===== src/rtl/tmc_pkg.sv =====
// Shared constants and carriers for the tape maintenance command mux
package tmc_pkg;

  localparam int unsigned CHAR_W       = 8;
  localparam int unsigned ATE_W        = 9;
  localparam int unsigned STAT_W       = 8;
  localparam int unsigned PAT_LEN      = 8;

  // Register byte offsets
  localparam logic [7:0] OFF_CTRL      = 8'h00;
  localparam logic [7:0] OFF_PATTERN   = 8'h04;
  localparam logic [7:0] OFF_STATUS    = 8'h08;
  localparam logic [7:0] OFF_INT_STAT  = 8'h0c;
  localparam logic [7:0] OFF_INT_MASK  = 8'h10;

  // Control register fields
  localparam int unsigned CTRL_DIR     = 0;
  localparam int unsigned CTRL_RW      = 1;
  localparam int unsigned CTRL_DENS    = 2;
  localparam int unsigned CTRL_MANUAL  = 3;
  localparam int unsigned CTRL_GO      = 4;
  localparam int unsigned CTRL_LCLR    = 5;
  localparam int unsigned CTRL_W       = 4;

  // Interrupt status fields
  localparam int unsigned INT_PARITY   = 0;
  localparam int unsigned INT_MANCMD   = 1;
  localparam int unsigned INT_W        = 2;

  // Reset values
  localparam logic [CTRL_W-1:0] CTRL_RST    = 4'h0;
  localparam logic [7:0]        PATTERN_RST = 8'h00;
  localparam logic [INT_W-1:0]  MASK_RST    = 2'h0;

  // Manual command byte: base code with switch fields in low bits
  localparam logic [CHAR_W-1:0] MAN_CMD_BASE = 8'h80;

  // Odd parity expected on formatter command bytes
  localparam logic CMD_PAR_ODD = 1'b1;

  localparam logic [1:0] HTRANS_NONSEQ = 2'h2;

  typedef struct packed {
    logic              cmd_valid;
    logic [CHAR_W-1:0] cmd;
    logic              cmd_par;
    logic              wdata_valid;
    logic [CHAR_W-1:0] wdata;
  } tmc_fmt_in_t;

  typedef struct packed {
    logic              rdata_valid;
    logic [CHAR_W-1:0] rdata;
    logic [ATE_W-1:0]  ate;
    logic [STAT_W-1:0] status;
  } tmc_fmt_out_t;

  typedef struct packed {
    logic              rdata_valid;
    logic [CHAR_W-1:0] rdata;
    logic [ATE_W-1:0]  ate;
    logic [STAT_W-1:0] status;
    logic              online;
    logic              wr_ring;
    logic              wchar_req;
    logic              panel_mode_sel;
  } tmc_tu_in_t;

  typedef struct packed {
    logic              cmd_valid;
    logic [CHAR_W-1:0] cmd;
    logic              wdata_valid;
    logic [CHAR_W-1:0] wdata;
    logic              dir_fwd;
    logic              write_sel;
    logic              dens_high;
    logic              head_en;
    logic              mode_sel;
  } tmc_tu_out_t;

endpackage


===== src/rtl/tmc_adapter.sv =====
// Maintenance adapter between formatter and transport bus, with AHB-Lite registers
//
// Notes on behaviour
// - Manual setting blocks data, command, amplitude error and status both ways.
// - In manual mode switches source commands and data, looking like formatter traffic.
// - Manual commands reach the transport only while it is on-line.
// - In manual mode the panel mode select switch is ignored.
// - Write data repeats eight characters; switch n sets character n all ones or zeros.
// - Manual-mode lamp lit whenever selector is in manual.
// - Formatter command bytes are parity checked; errors light the parity lamp.
// - All switch settings take effect at once, tape moving or not.
// - Write and erase heads stay disabled without a write-enable ring.
// - Read/write selector low means read; leaving write on overwrites on rewind.
//
// Implementation choices: the register offsets and the AHB-Lite slave port.
`timescale 1ns/100ps

module tmc_adapter (
  input  wire logic                  i_clk,
  input  wire logic                  i_rst_n,
  // AHB-Lite slave
  input  wire logic                  i_hsel,
  input  wire logic [7:0]            i_haddr,
  input  wire logic [1:0]            i_htrans,
  input  wire logic                  i_hwrite,
  input  wire logic [2:0]            i_hsize,
  input  wire logic [31:0]           i_hwdata,
  input  wire logic                  i_hready,
  output logic      [31:0]           o_hrdata,
  output logic                       o_hreadyout,
  output logic                       o_hresp,
  // Formatter side
  input  wire tmc_pkg::tmc_fmt_in_t  i_fmt,
  output tmc_pkg::tmc_fmt_out_t      o_fmt,
  // Transport bus side
  input  wire tmc_pkg::tmc_tu_in_t   i_tu,
  output tmc_pkg::tmc_tu_out_t       o_tu,
  // Lamps and interrupt
  output logic                       o_manual_mode_lamp,
  output logic                       o_parity_error_lamp,
  output logic                       o_irq
);

  ////////////////////////////////////////////////////////////////////////////
  // Register state

  logic [tmc_pkg::CTRL_W-1:0]  ctrl_reg;
  logic [tmc_pkg::CTRL_W-1:0]  ctrl_next;
  logic [7:0]                  pattern_reg;
  logic [7:0]                  pattern_next;
  logic [tmc_pkg::INT_W-1:0]   int_stat_reg;
  logic [tmc_pkg::INT_W-1:0]   int_stat_next;
  logic [tmc_pkg::INT_W-1:0]   int_mask_reg;
  logic [tmc_pkg::INT_W-1:0]   int_mask_next;
  logic                        par_lamp_reg;
  logic                        par_lamp_next;
  logic                        go_reg;
  logic                        go_next;
  logic [2:0]                  char_idx_reg;
  logic [2:0]                  char_idx_next;
  logic [31:0]                 hrdata_reg;
  logic [31:0]                 hrdata_next;
  logic                        wr_pend_reg;
  logic [7:0]                  wr_addr_reg;
  tmc_pkg::tmc_fmt_out_t       fmt_out_reg;
  tmc_pkg::tmc_fmt_out_t       fmt_out_next;
  tmc_pkg::tmc_tu_out_t        tu_out_reg;
  tmc_pkg::tmc_tu_out_t        tu_out_next;

  ////////////////////////////////////////////////////////////////////////////
  // Bus decode

  wire        addr_phase   = i_hsel & i_hready & (i_htrans == tmc_pkg::HTRANS_NONSEQ);
  wire        rd_take      = addr_phase & ~i_hwrite;
  wire        wr_take      = addr_phase & i_hwrite;
  wire        sel_ctrl     = (i_haddr == tmc_pkg::OFF_CTRL);
  wire        sel_pattern  = (i_haddr == tmc_pkg::OFF_PATTERN);
  wire        sel_status   = (i_haddr == tmc_pkg::OFF_STATUS);
  wire        sel_int_stat = (i_haddr == tmc_pkg::OFF_INT_STAT);
  wire        sel_int_mask = (i_haddr == tmc_pkg::OFF_INT_MASK);
  wire        wr_ctrl      = wr_pend_reg & (wr_addr_reg == tmc_pkg::OFF_CTRL);
  wire        wr_pattern   = wr_pend_reg & (wr_addr_reg == tmc_pkg::OFF_PATTERN);
  wire        wr_mask      = wr_pend_reg & (wr_addr_reg == tmc_pkg::OFF_INT_MASK);
  wire        rd_int_stat  = rd_take & sel_int_stat;

  wire        manual       = ctrl_reg[tmc_pkg::CTRL_MANUAL];
  wire        sw_dir       = ctrl_reg[tmc_pkg::CTRL_DIR];
  wire        sw_rw        = ctrl_reg[tmc_pkg::CTRL_RW];
  wire        sw_dens      = ctrl_reg[tmc_pkg::CTRL_DENS];

  ////////////////////////////////////////////////////////////////////////////
  // Event and datapath decode

  wire        par_calc     = ^{i_fmt.cmd, i_fmt.cmd_par};
  wire        par_err      = i_fmt.cmd_valid & (par_calc != tmc_pkg::CMD_PAR_ODD);
  wire        man_cmd_fire = manual & go_reg & i_tu.online;
  wire        man_wchar    = manual & i_tu.wchar_req;
  wire [tmc_pkg::CHAR_W-1:0] pat_char =
                             {tmc_pkg::CHAR_W{pattern_reg[char_idx_reg]}};
  wire [tmc_pkg::CHAR_W-1:0] man_cmd =
                             tmc_pkg::MAN_CMD_BASE | {5'h00, sw_dens, sw_rw, sw_dir};
  wire [tmc_pkg::INT_W-1:0]  int_events = {man_cmd_fire, par_err};

  wire [31:0] status_word  = {24'h000000, i_tu.panel_mode_sel, char_idx_reg, i_tu.wr_ring,
                              i_tu.online, par_lamp_reg, manual};
  wire [31:0] rd_mux       = sel_ctrl     ? {28'h0000000, ctrl_reg} :
                             sel_pattern  ? {24'h000000, pattern_reg} :
                             sel_status   ? status_word :
                             sel_int_stat ? {30'h0, int_stat_reg} :
                             sel_int_mask ? {30'h0, int_mask_reg} :
                                            32'h00000000;

  ////////////////////////////////////////////////////////////////////////////
  // Next-state logic

  assign ctrl_next     = wr_ctrl ? i_hwdata[tmc_pkg::CTRL_W-1:0] : ctrl_reg;
  assign pattern_next  = wr_pattern ? i_hwdata[7:0] : pattern_reg;
  assign int_mask_next = wr_mask ? i_hwdata[tmc_pkg::INT_W-1:0] : int_mask_reg;
  // Event set wins over read clear
  assign int_stat_next = (rd_int_stat ? '0 : int_stat_reg) | int_events;
  assign go_next       = wr_ctrl ? i_hwdata[tmc_pkg::CTRL_GO] : (go_reg & ~man_cmd_fire);
  assign par_lamp_next = par_err | (par_lamp_reg & ~(wr_ctrl & i_hwdata[tmc_pkg::CTRL_LCLR]));
  assign char_idx_next = ~manual ? 3'h0 : (man_wchar ? char_idx_reg + 3'h1 : char_idx_reg);
  assign hrdata_next   = rd_take ? rd_mux : hrdata_reg;

  // Formatter-bound traffic dropped in manual mode
  assign fmt_out_next.rdata_valid = ~manual & i_tu.rdata_valid;
  assign fmt_out_next.rdata       = manual ? '0 : i_tu.rdata;
  assign fmt_out_next.ate         = manual ? '0 : i_tu.ate;
  assign fmt_out_next.status      = manual ? '0 : i_tu.status;

  // Transport-bound traffic from formatter or from switches
  assign tu_out_next.cmd_valid   = manual ? man_cmd_fire : i_fmt.cmd_valid;
  assign tu_out_next.cmd         = manual ? man_cmd : i_fmt.cmd;
  assign tu_out_next.wdata_valid = manual ? (man_wchar & sw_rw) : i_fmt.wdata_valid;
  assign tu_out_next.wdata       = manual ? pat_char : i_fmt.wdata;
  assign tu_out_next.dir_fwd     = manual & sw_dir;
  assign tu_out_next.write_sel   = manual & sw_rw;
  assign tu_out_next.dens_high   = manual & sw_dens;
  // Heads enabled only on a ringed reel; write stays on through rewind if left set
  assign tu_out_next.head_en     = i_tu.wr_ring & (manual ? sw_rw : 1'b1);
  assign tu_out_next.mode_sel    = manual ? 1'b0 : i_tu.panel_mode_sel;

  ////////////////////////////////////////////////////////////////////////////
  // Registers

  always_ff @(posedge i_clk or negedge i_rst_n) begin
    if (!i_rst_n) begin
      ctrl_reg     <= tmc_pkg::CTRL_RST;
      pattern_reg  <= tmc_pkg::PATTERN_RST;
      int_mask_reg <= tmc_pkg::MASK_RST;
      int_stat_reg <= '0;
      go_reg       <= 1'b0;
      par_lamp_reg <= 1'b0;
      char_idx_reg <= 3'h0;
    end else begin
      ctrl_reg     <= ctrl_next;
      pattern_reg  <= pattern_next;
      int_mask_reg <= int_mask_next;
      int_stat_reg <= int_stat_next;
      go_reg       <= go_next;
      par_lamp_reg <= par_lamp_next;
      char_idx_reg <= char_idx_next;
    end
  end

  always_ff @(posedge i_clk or negedge i_rst_n) begin
    if (!i_rst_n) begin
      hrdata_reg  <= 32'h00000000;
      wr_pend_reg <= 1'b0;
      wr_addr_reg <= 8'h00;
    end else begin
      hrdata_reg  <= hrdata_next;
      wr_pend_reg <= wr_take;
      wr_addr_reg <= wr_take ? i_haddr : wr_addr_reg;
    end
  end

  always_ff @(posedge i_clk or negedge i_rst_n) begin
    if (!i_rst_n) begin
      fmt_out_reg <= '0;
      tu_out_reg  <= '0;
    end else begin
      fmt_out_reg <= fmt_out_next;
      tu_out_reg  <= tu_out_next;
    end
  end

  ////////////////////////////////////////////////////////////////////////////
  // Outputs

  assign o_hrdata            = hrdata_reg;
  assign o_hreadyout         = 1'b1;
  assign o_hresp             = 1'b0;
  assign o_fmt               = fmt_out_reg;
  assign o_tu                = tu_out_reg;
  assign o_manual_mode_lamp  = manual;
  assign o_parity_error_lamp = par_lamp_reg;
  assign o_irq               = |(int_stat_reg & int_mask_reg);
endmodule // tmc_adapter


===== config.mk =====
export PLATFORM = sky130hd
export DESIGN_NAME = tmc_adapter
export DESIGN_NICKNAME = d
export VERILOG_FILES = /design/src/rtl/tmc_pkg.sv /design/src/rtl/tmc_adapter.sv
export SDC_FILE = /design/constraint.sdc
export NUM_CORES = 1
export LEC_CHECK = 0
export BUFFER_PORTS_ARGS = -buffer_cell sky130_fd_sc_hd__buf_2
export CAP_MARGIN = 20
export CORE_MARGIN = 2
export CORE_UTILIZATION = 49
export CTS_CLUSTER_SIZE = 30
export DETAILED_ROUTE_END_ITERATION = 10
export GPL_ROUTABILITY_DRIVEN = 0
export PLACE_DENSITY = 0.85
export SLEW_MARGIN = 20
export SYNTH_ARGS = -nofsm -noshare
export SYNTH_HDL_FRONTEND = slang
export SYNTH_SLANG_ARGS = --single-unit

===== constraint.sdc =====
create_clock -name i_clk -period 4.8 [get_ports i_clk]
set_input_delay 0.72 -clock i_clk [delete_from_list [all_inputs] [get_ports i_clk]]
set_output_delay 0.72 -clock i_clk [all_outputs]
set_load 0.02 [all_outputs]

### Word-level counts from Yosys, hierarchy flattened

Cells that the tools add are included.

| storage, ports and cells | value |
|---|---|
| bits in registers | 111 |
| output and inout bits | 86 |
| logic and storage cells | 86 |

| operators by class | value |
|---|---|
| $add $sub $neg | 1 |
| order comparisons | 1 |
| eq/ne operators | 8 |
| mux-type cells | 20 |
| bitwise gates (word level) | 29 |
| reduce and logical (&&, ||, !) cells | 4 |

Operator list:

| operator | count |
|---|---|
| 8-bit 2-to-1 mux | 7 |
| 1-bit AND | 21 |
| 8-bit by 3-bit == test with 1-bit output, second input constant | 2 |
| 8-bit by 4-bit == test with 1-bit output, second input constant | 2 |
| 8-bit by 5-bit == test with 1-bit output, second input constant | 2 |
| 8-bit logical NOT | 2 |
| 9-bit 2-to-1 mux | 1 |
| 9-bit parity | 1 |
| 1-bit 2-to-1 mux | 6 |
| 2-bit 2-to-1 mux | 3 |
| 3-bit 2-to-1 mux | 2 |
| 1-bit NOT | 5 |
| 3-bit by 4-bit < comparator with 1-bit output, second input constant | 1 |
| 3-bit by 1-bit adder with 3-bit output, second input constant | 1 |
| 1-bit binary-select mux with 3-bit select | 1 |
| 2-bit AND | 1 |
| 2-bit == test, second input constant | 1 |
| 2-bit by 1-bit inequality test with 1-bit output, second input constant | 1 |
| 2-bit bitwise OR | 1 |
| 2-bit OR reduction | 1 |
| 1-bit bitwise OR | 1 |

### Longest topological paths before layout

| logic depth | value |
|---|---|
| depth in word-level cells | 6 |
| depth in mapped cells | 6 |

### Least setup slack after synthesis

OpenSTA, ideal clock, no wires.

| timing path | value |
|---|---|
| kind | input port to flip-flop |
| start | input port i_haddr[0] |
| end | register hrdata_reg[2] (netlist: o_hrdata[2]) |
| setup time | 96 ps |
| arrival | 1,932 ps |
| data required time | 4,704 ps |
| setup slack | 2,773 ps |
| stages | 4 |
| buffers on the path | 1 |
| cells stage by stage | or4_1 or3_1 clkbuf_1 o31ai_1 |

| between the ends | value |
|---|---|
| cells in the longest elaborated chain, start to end | 4 |
| elaborated cells between the ends (all ways) | 6 |
| those cells by class | eq/ne: 2; mux: 3; reduce/logical: 1 |

Ends and longest elaborated chain:

| item | line | source |
|---|---|---|
| start: declaration | tmc_adapter.sv:23 | `input wire logic [7:0] i_haddr,` |
| 8-bit by 4-bit == test with 1-bit output | tmc_adapter.sv:78 | `wire sel_status = (i_haddr == tmc_pkg::OFF_STATUS);` |
| 8-bit 2-to-1 mux | tmc_adapter.sv:108 | `sel_status ? status_word :` |
| 8-bit 2-to-1 mux | tmc_adapter.sv:107 | `sel_pattern ? {24'h000000, pattern_reg} :` |
| 8-bit 2-to-1 mux (*) | tmc_adapter.sv:106 | `wire [31:0] rd_mux = sel_ctrl ? {28'h0000000, ctrl_reg} :` |
| end signal: assignment | tmc_adapter.sv:173 | `hrdata_reg <= hrdata_next;` |
| end: declaration | tmc_adapter.sv:61 | `logic [31:0] hrdata_reg;` |

Mark *: on every way between the ends. The rest lies on a longest branch, timed or not.
A chain may end at the register's enable or synchronous reset.

### Worst setup path in the final report

| timing path | value |
|---|---|
| start | register wr_addr_reg[5] |
| end | register ctrl_reg[2] (netlist bit) |

| between the ends | value |
|---|---|
| cells in the longest elaborated chain, start to end | 2 |

Ends and longest elaborated chain:

| item | line | source |
|---|---|---|
| start: declaration | tmc_adapter.sv:64 | `logic [7:0] wr_addr_reg;` |
| start signal: assignment | tmc_adapter.sv:175 | `wr_addr_reg <= wr_take ? i_haddr : wr_addr_reg;` |
| 8-bit logical NOT | tmc_adapter.sv:81 | `wire wr_ctrl = wr_pend_reg & (wr_addr_reg == tmc_pkg::OFF_CTRL);` |
| 1-bit AND | tmc_adapter.sv:81 |  |
| end signal: assignment | tmc_adapter.sv:149 | `ctrl_reg <= tmc_pkg::CTRL_RST;` |
| end signal: assignment | tmc_adapter.sv:157 | `ctrl_reg <= ctrl_next;` |
| end: declaration | tmc_adapter.sv:47 | `logic [tmc_pkg::CTRL_W-1:0] ctrl_reg;` |

No other way between the ends.

==> results.md <==
- Status: completed
- CP Launch Type: register
- Final setup vio count: 0
- Worst path top cell family by delay: simple AND/OR/NAND/NOR gates
- Starting Density: 0.508
- Max Clk Rate: 0.467 GHz
- H-tree depth: 3
- DR iter-0 viols: 74
- Hold Violations, Final: 0
- Crit-path cells: or4b_4, nor4_2, mux2_2
- Register area share after synthesis: 0.590
- Hold Buf Count CTS: 0
- Synth cell types: 43
- Final setup skew: 0.00845 ns
- Leading area contributor after synthesis: dfrtp_1
- Worst-case clock buffer depth: 2
- Row count: 31
- Vias in the first global route: 2,629
- Tcrit/Tclk final: 0.446
- PD cells: 487 nW/um^2
- Max-slew violations: 0
- Crit-path max FO: 9
- Min Tclk post-route: 2.14 ns
- CTS Sinks: 87
- Aggregate global routing overflow: 0
- Hold Crit Class: in -> async
- Area of the mapped netlist: 3690 um^2
- Critical path endpoint category: register
- Slowest stage delay, CP: 0.68 ns
- Top cells by area, synth: dfrtp_1 (59%), nor2b_1 (5.6%), buf_4 (5.3%)
- CP max stage cell: nor4_2
- Max FFs per register: 26
- Synthesis-to-layout area growth: 24.0%
- DP Cell Count: 518
- VDD IR max: 0.210 mV
- Wire per inst: 14.6 um
- Yosys warns: 0
- First-pass GRT wire length: 12,500 um
- Setup_tns: 0 ns
- Die W: 90.7 um
- # DRC: 0
- Max_cap viols: 0
- Worst slew pin tran: 0.785 ns
- Ys async rst share: 1.00
- Max_slew headroom: 0.472
- R2R Path End: ctrl_reg[2]
- Setup CP Type: reg -> reg
- Synth top area share: 0.590
- Share of layout cells above drive strength 1: 0.407
- EDFF count, synth: 0
- Cell Count, Final, Fillers Out: 534
- Drt total wl: 7790 um
- Initial antenna violation count: 0
- Routed Antenna Nets: 0
- Nets@finish: 530
- # Post-CTS Setup Buffers: 0
- Worst path bufs/invs: 0
- Total track usage: 0.193
- Primary FF master, synth: dfrtp_1
- Leakage: 2.43 nW
- Register bit total from synthesis: 87
- Largest net degree at the start of global routing: 88
- Clock slew at reported path FFs: 0.09 ns
- Ant. Diodes: 0
- Die height: 90.7 um
- Core area: 7250 um^2
- WP data required: 5.03 ns
- Post-Syn Area per Cell: 12.3 um^2
- Reg2reg setup slack: 2.66 ns
- WHS: 0.421 ns
- PortBufs: 131
- Unrepaired setup endpoints after global routing: no
- DR pass1 iterations: 4
- Clk_lat worst skew: 0.35 ns
- CP arrival: 2.38 ns
- Via count: 2,604
- Post-detail-place hpwl: 5630 um
- CTS tree: done
- Die Area: 8230 um^2
- Ports: 185
- R2R Path Start: wr_addr_reg[5]
- Total CTS buffers: 9
- Via density: 4.88
- Tot Pwr: 2.23 mW
- Reg2Reg Depth: 3
- Post-Syn Instances: 301
- Post-cts resize count: 0
- Clk root buf: clkbuf_8
[report_power, final]
| part | internal [mW] | switching, mW | leakage (nW) |
|---|---|---|---|
| sequential | 0.896 | 0.0882 | 1.10 |
| clock | 0.352 | 0.270 | 0.122 |
| combinational | 0.233 | 0.389 | 1.21 |
[kinds of logic after synthesis]
logic type,after synthesis,synth area share
compound gates,45,0.0814
simple gates,78,0.119
buf+inv,54,0.0835
mux,27,0.0954
flops,87,0.590
fa+ha+maj,1,0.00339
xor+xnor,7,0.0244
other cells,2,0.00204
[area by class of cell]
cell class                 count  area [um^2]
multi-input combinational    184         1290
clock buffer                   9          124
fill                         599         2680
tap                           99          124
sequential                    87         2180
inverter                      16         60.1
clock inverter                 7          126
timing repair buffer         132          669
[worst max path at each step]
stage	slack, ns	start	endpoint	cells past startpoint
after floorplan	2.77	i_haddr[0]	o_hrdata[2]	4
after global placement	2.62	i_haddr[0]	o_hrdata[2]	4
after detailed placement	2.52	i_haddr[0]	o_hrdata[6]	4
after CTS	2.65	wr_addr_reg[5]	ctrl_reg[2]	3
after global routing	2.50	wr_addr_reg[5]	ctrl_reg[0]	3
final	2.66	wr_addr_reg[5]	ctrl_reg[2]	3
[stage by stage]
step	area, um^2	setup WS [ns]	util
2_1_floorplan	3780	2.77	-
3_3_place_gp	4320	2.62	0.595
3_5_place_dp	4320	2.52	0.595
4_1_cts	4570	2.65	0.630
5_1_grt	4570	2.50	0.630
6_report	4570	2.66	0.630
[metal layers]
metal | vias to the layer above | share of wire | GRT usage
met4 | 0 | 0.019 | 0.0846
li1 | 1213 | - | -
met3 | 13 | 0.066 | 0.0367
met5 | - | 0 | 0
met2 | 121 | 0.50 | 0.326
met1 | 1257 | 0.41 | 0.243
[synthesized netlist by cell type (4+ instances only)]
cell       n
a21o_1     5
buf_4     26
inv_1     15
mux2_2    13
mux2i_1    4
dfrtp_1   87
clkbuf_1   9
nor2b_1   33
a22oi_1    4
o31ai_1    6
nand2_1   17
nor2_1    11
o21ai_0   11
mux2_4     8
a21oi_1    6
[worst register-to-register path, cell delays in order (launching register included)]
cell     delay, ns
dfrtp_1       0.39
or4b_4        0.56
nor4_2        0.68
mux2_2        0.41
[cell usage in the layout, fill, tap and decap left out, drive strengths merged, types with 3 or more instances in the layout]
cell type	synthesis	routed
a21o	5	5
a21oi	6	6
a22oi	4	4
buf	29	132
bufinv	0	3
clkbuf	9	9
conb	2	26
dfrtp	87	87
inv	15	17
mux2	21	21
mux2i	4	4
nand2	17	17
nor2	11	11
nor2b	33	33
o21ai	11	11
o31ai	6	6
or2	3	3
xnor2	3	3
Note: power is estimated with default switching activity, not from simulation.
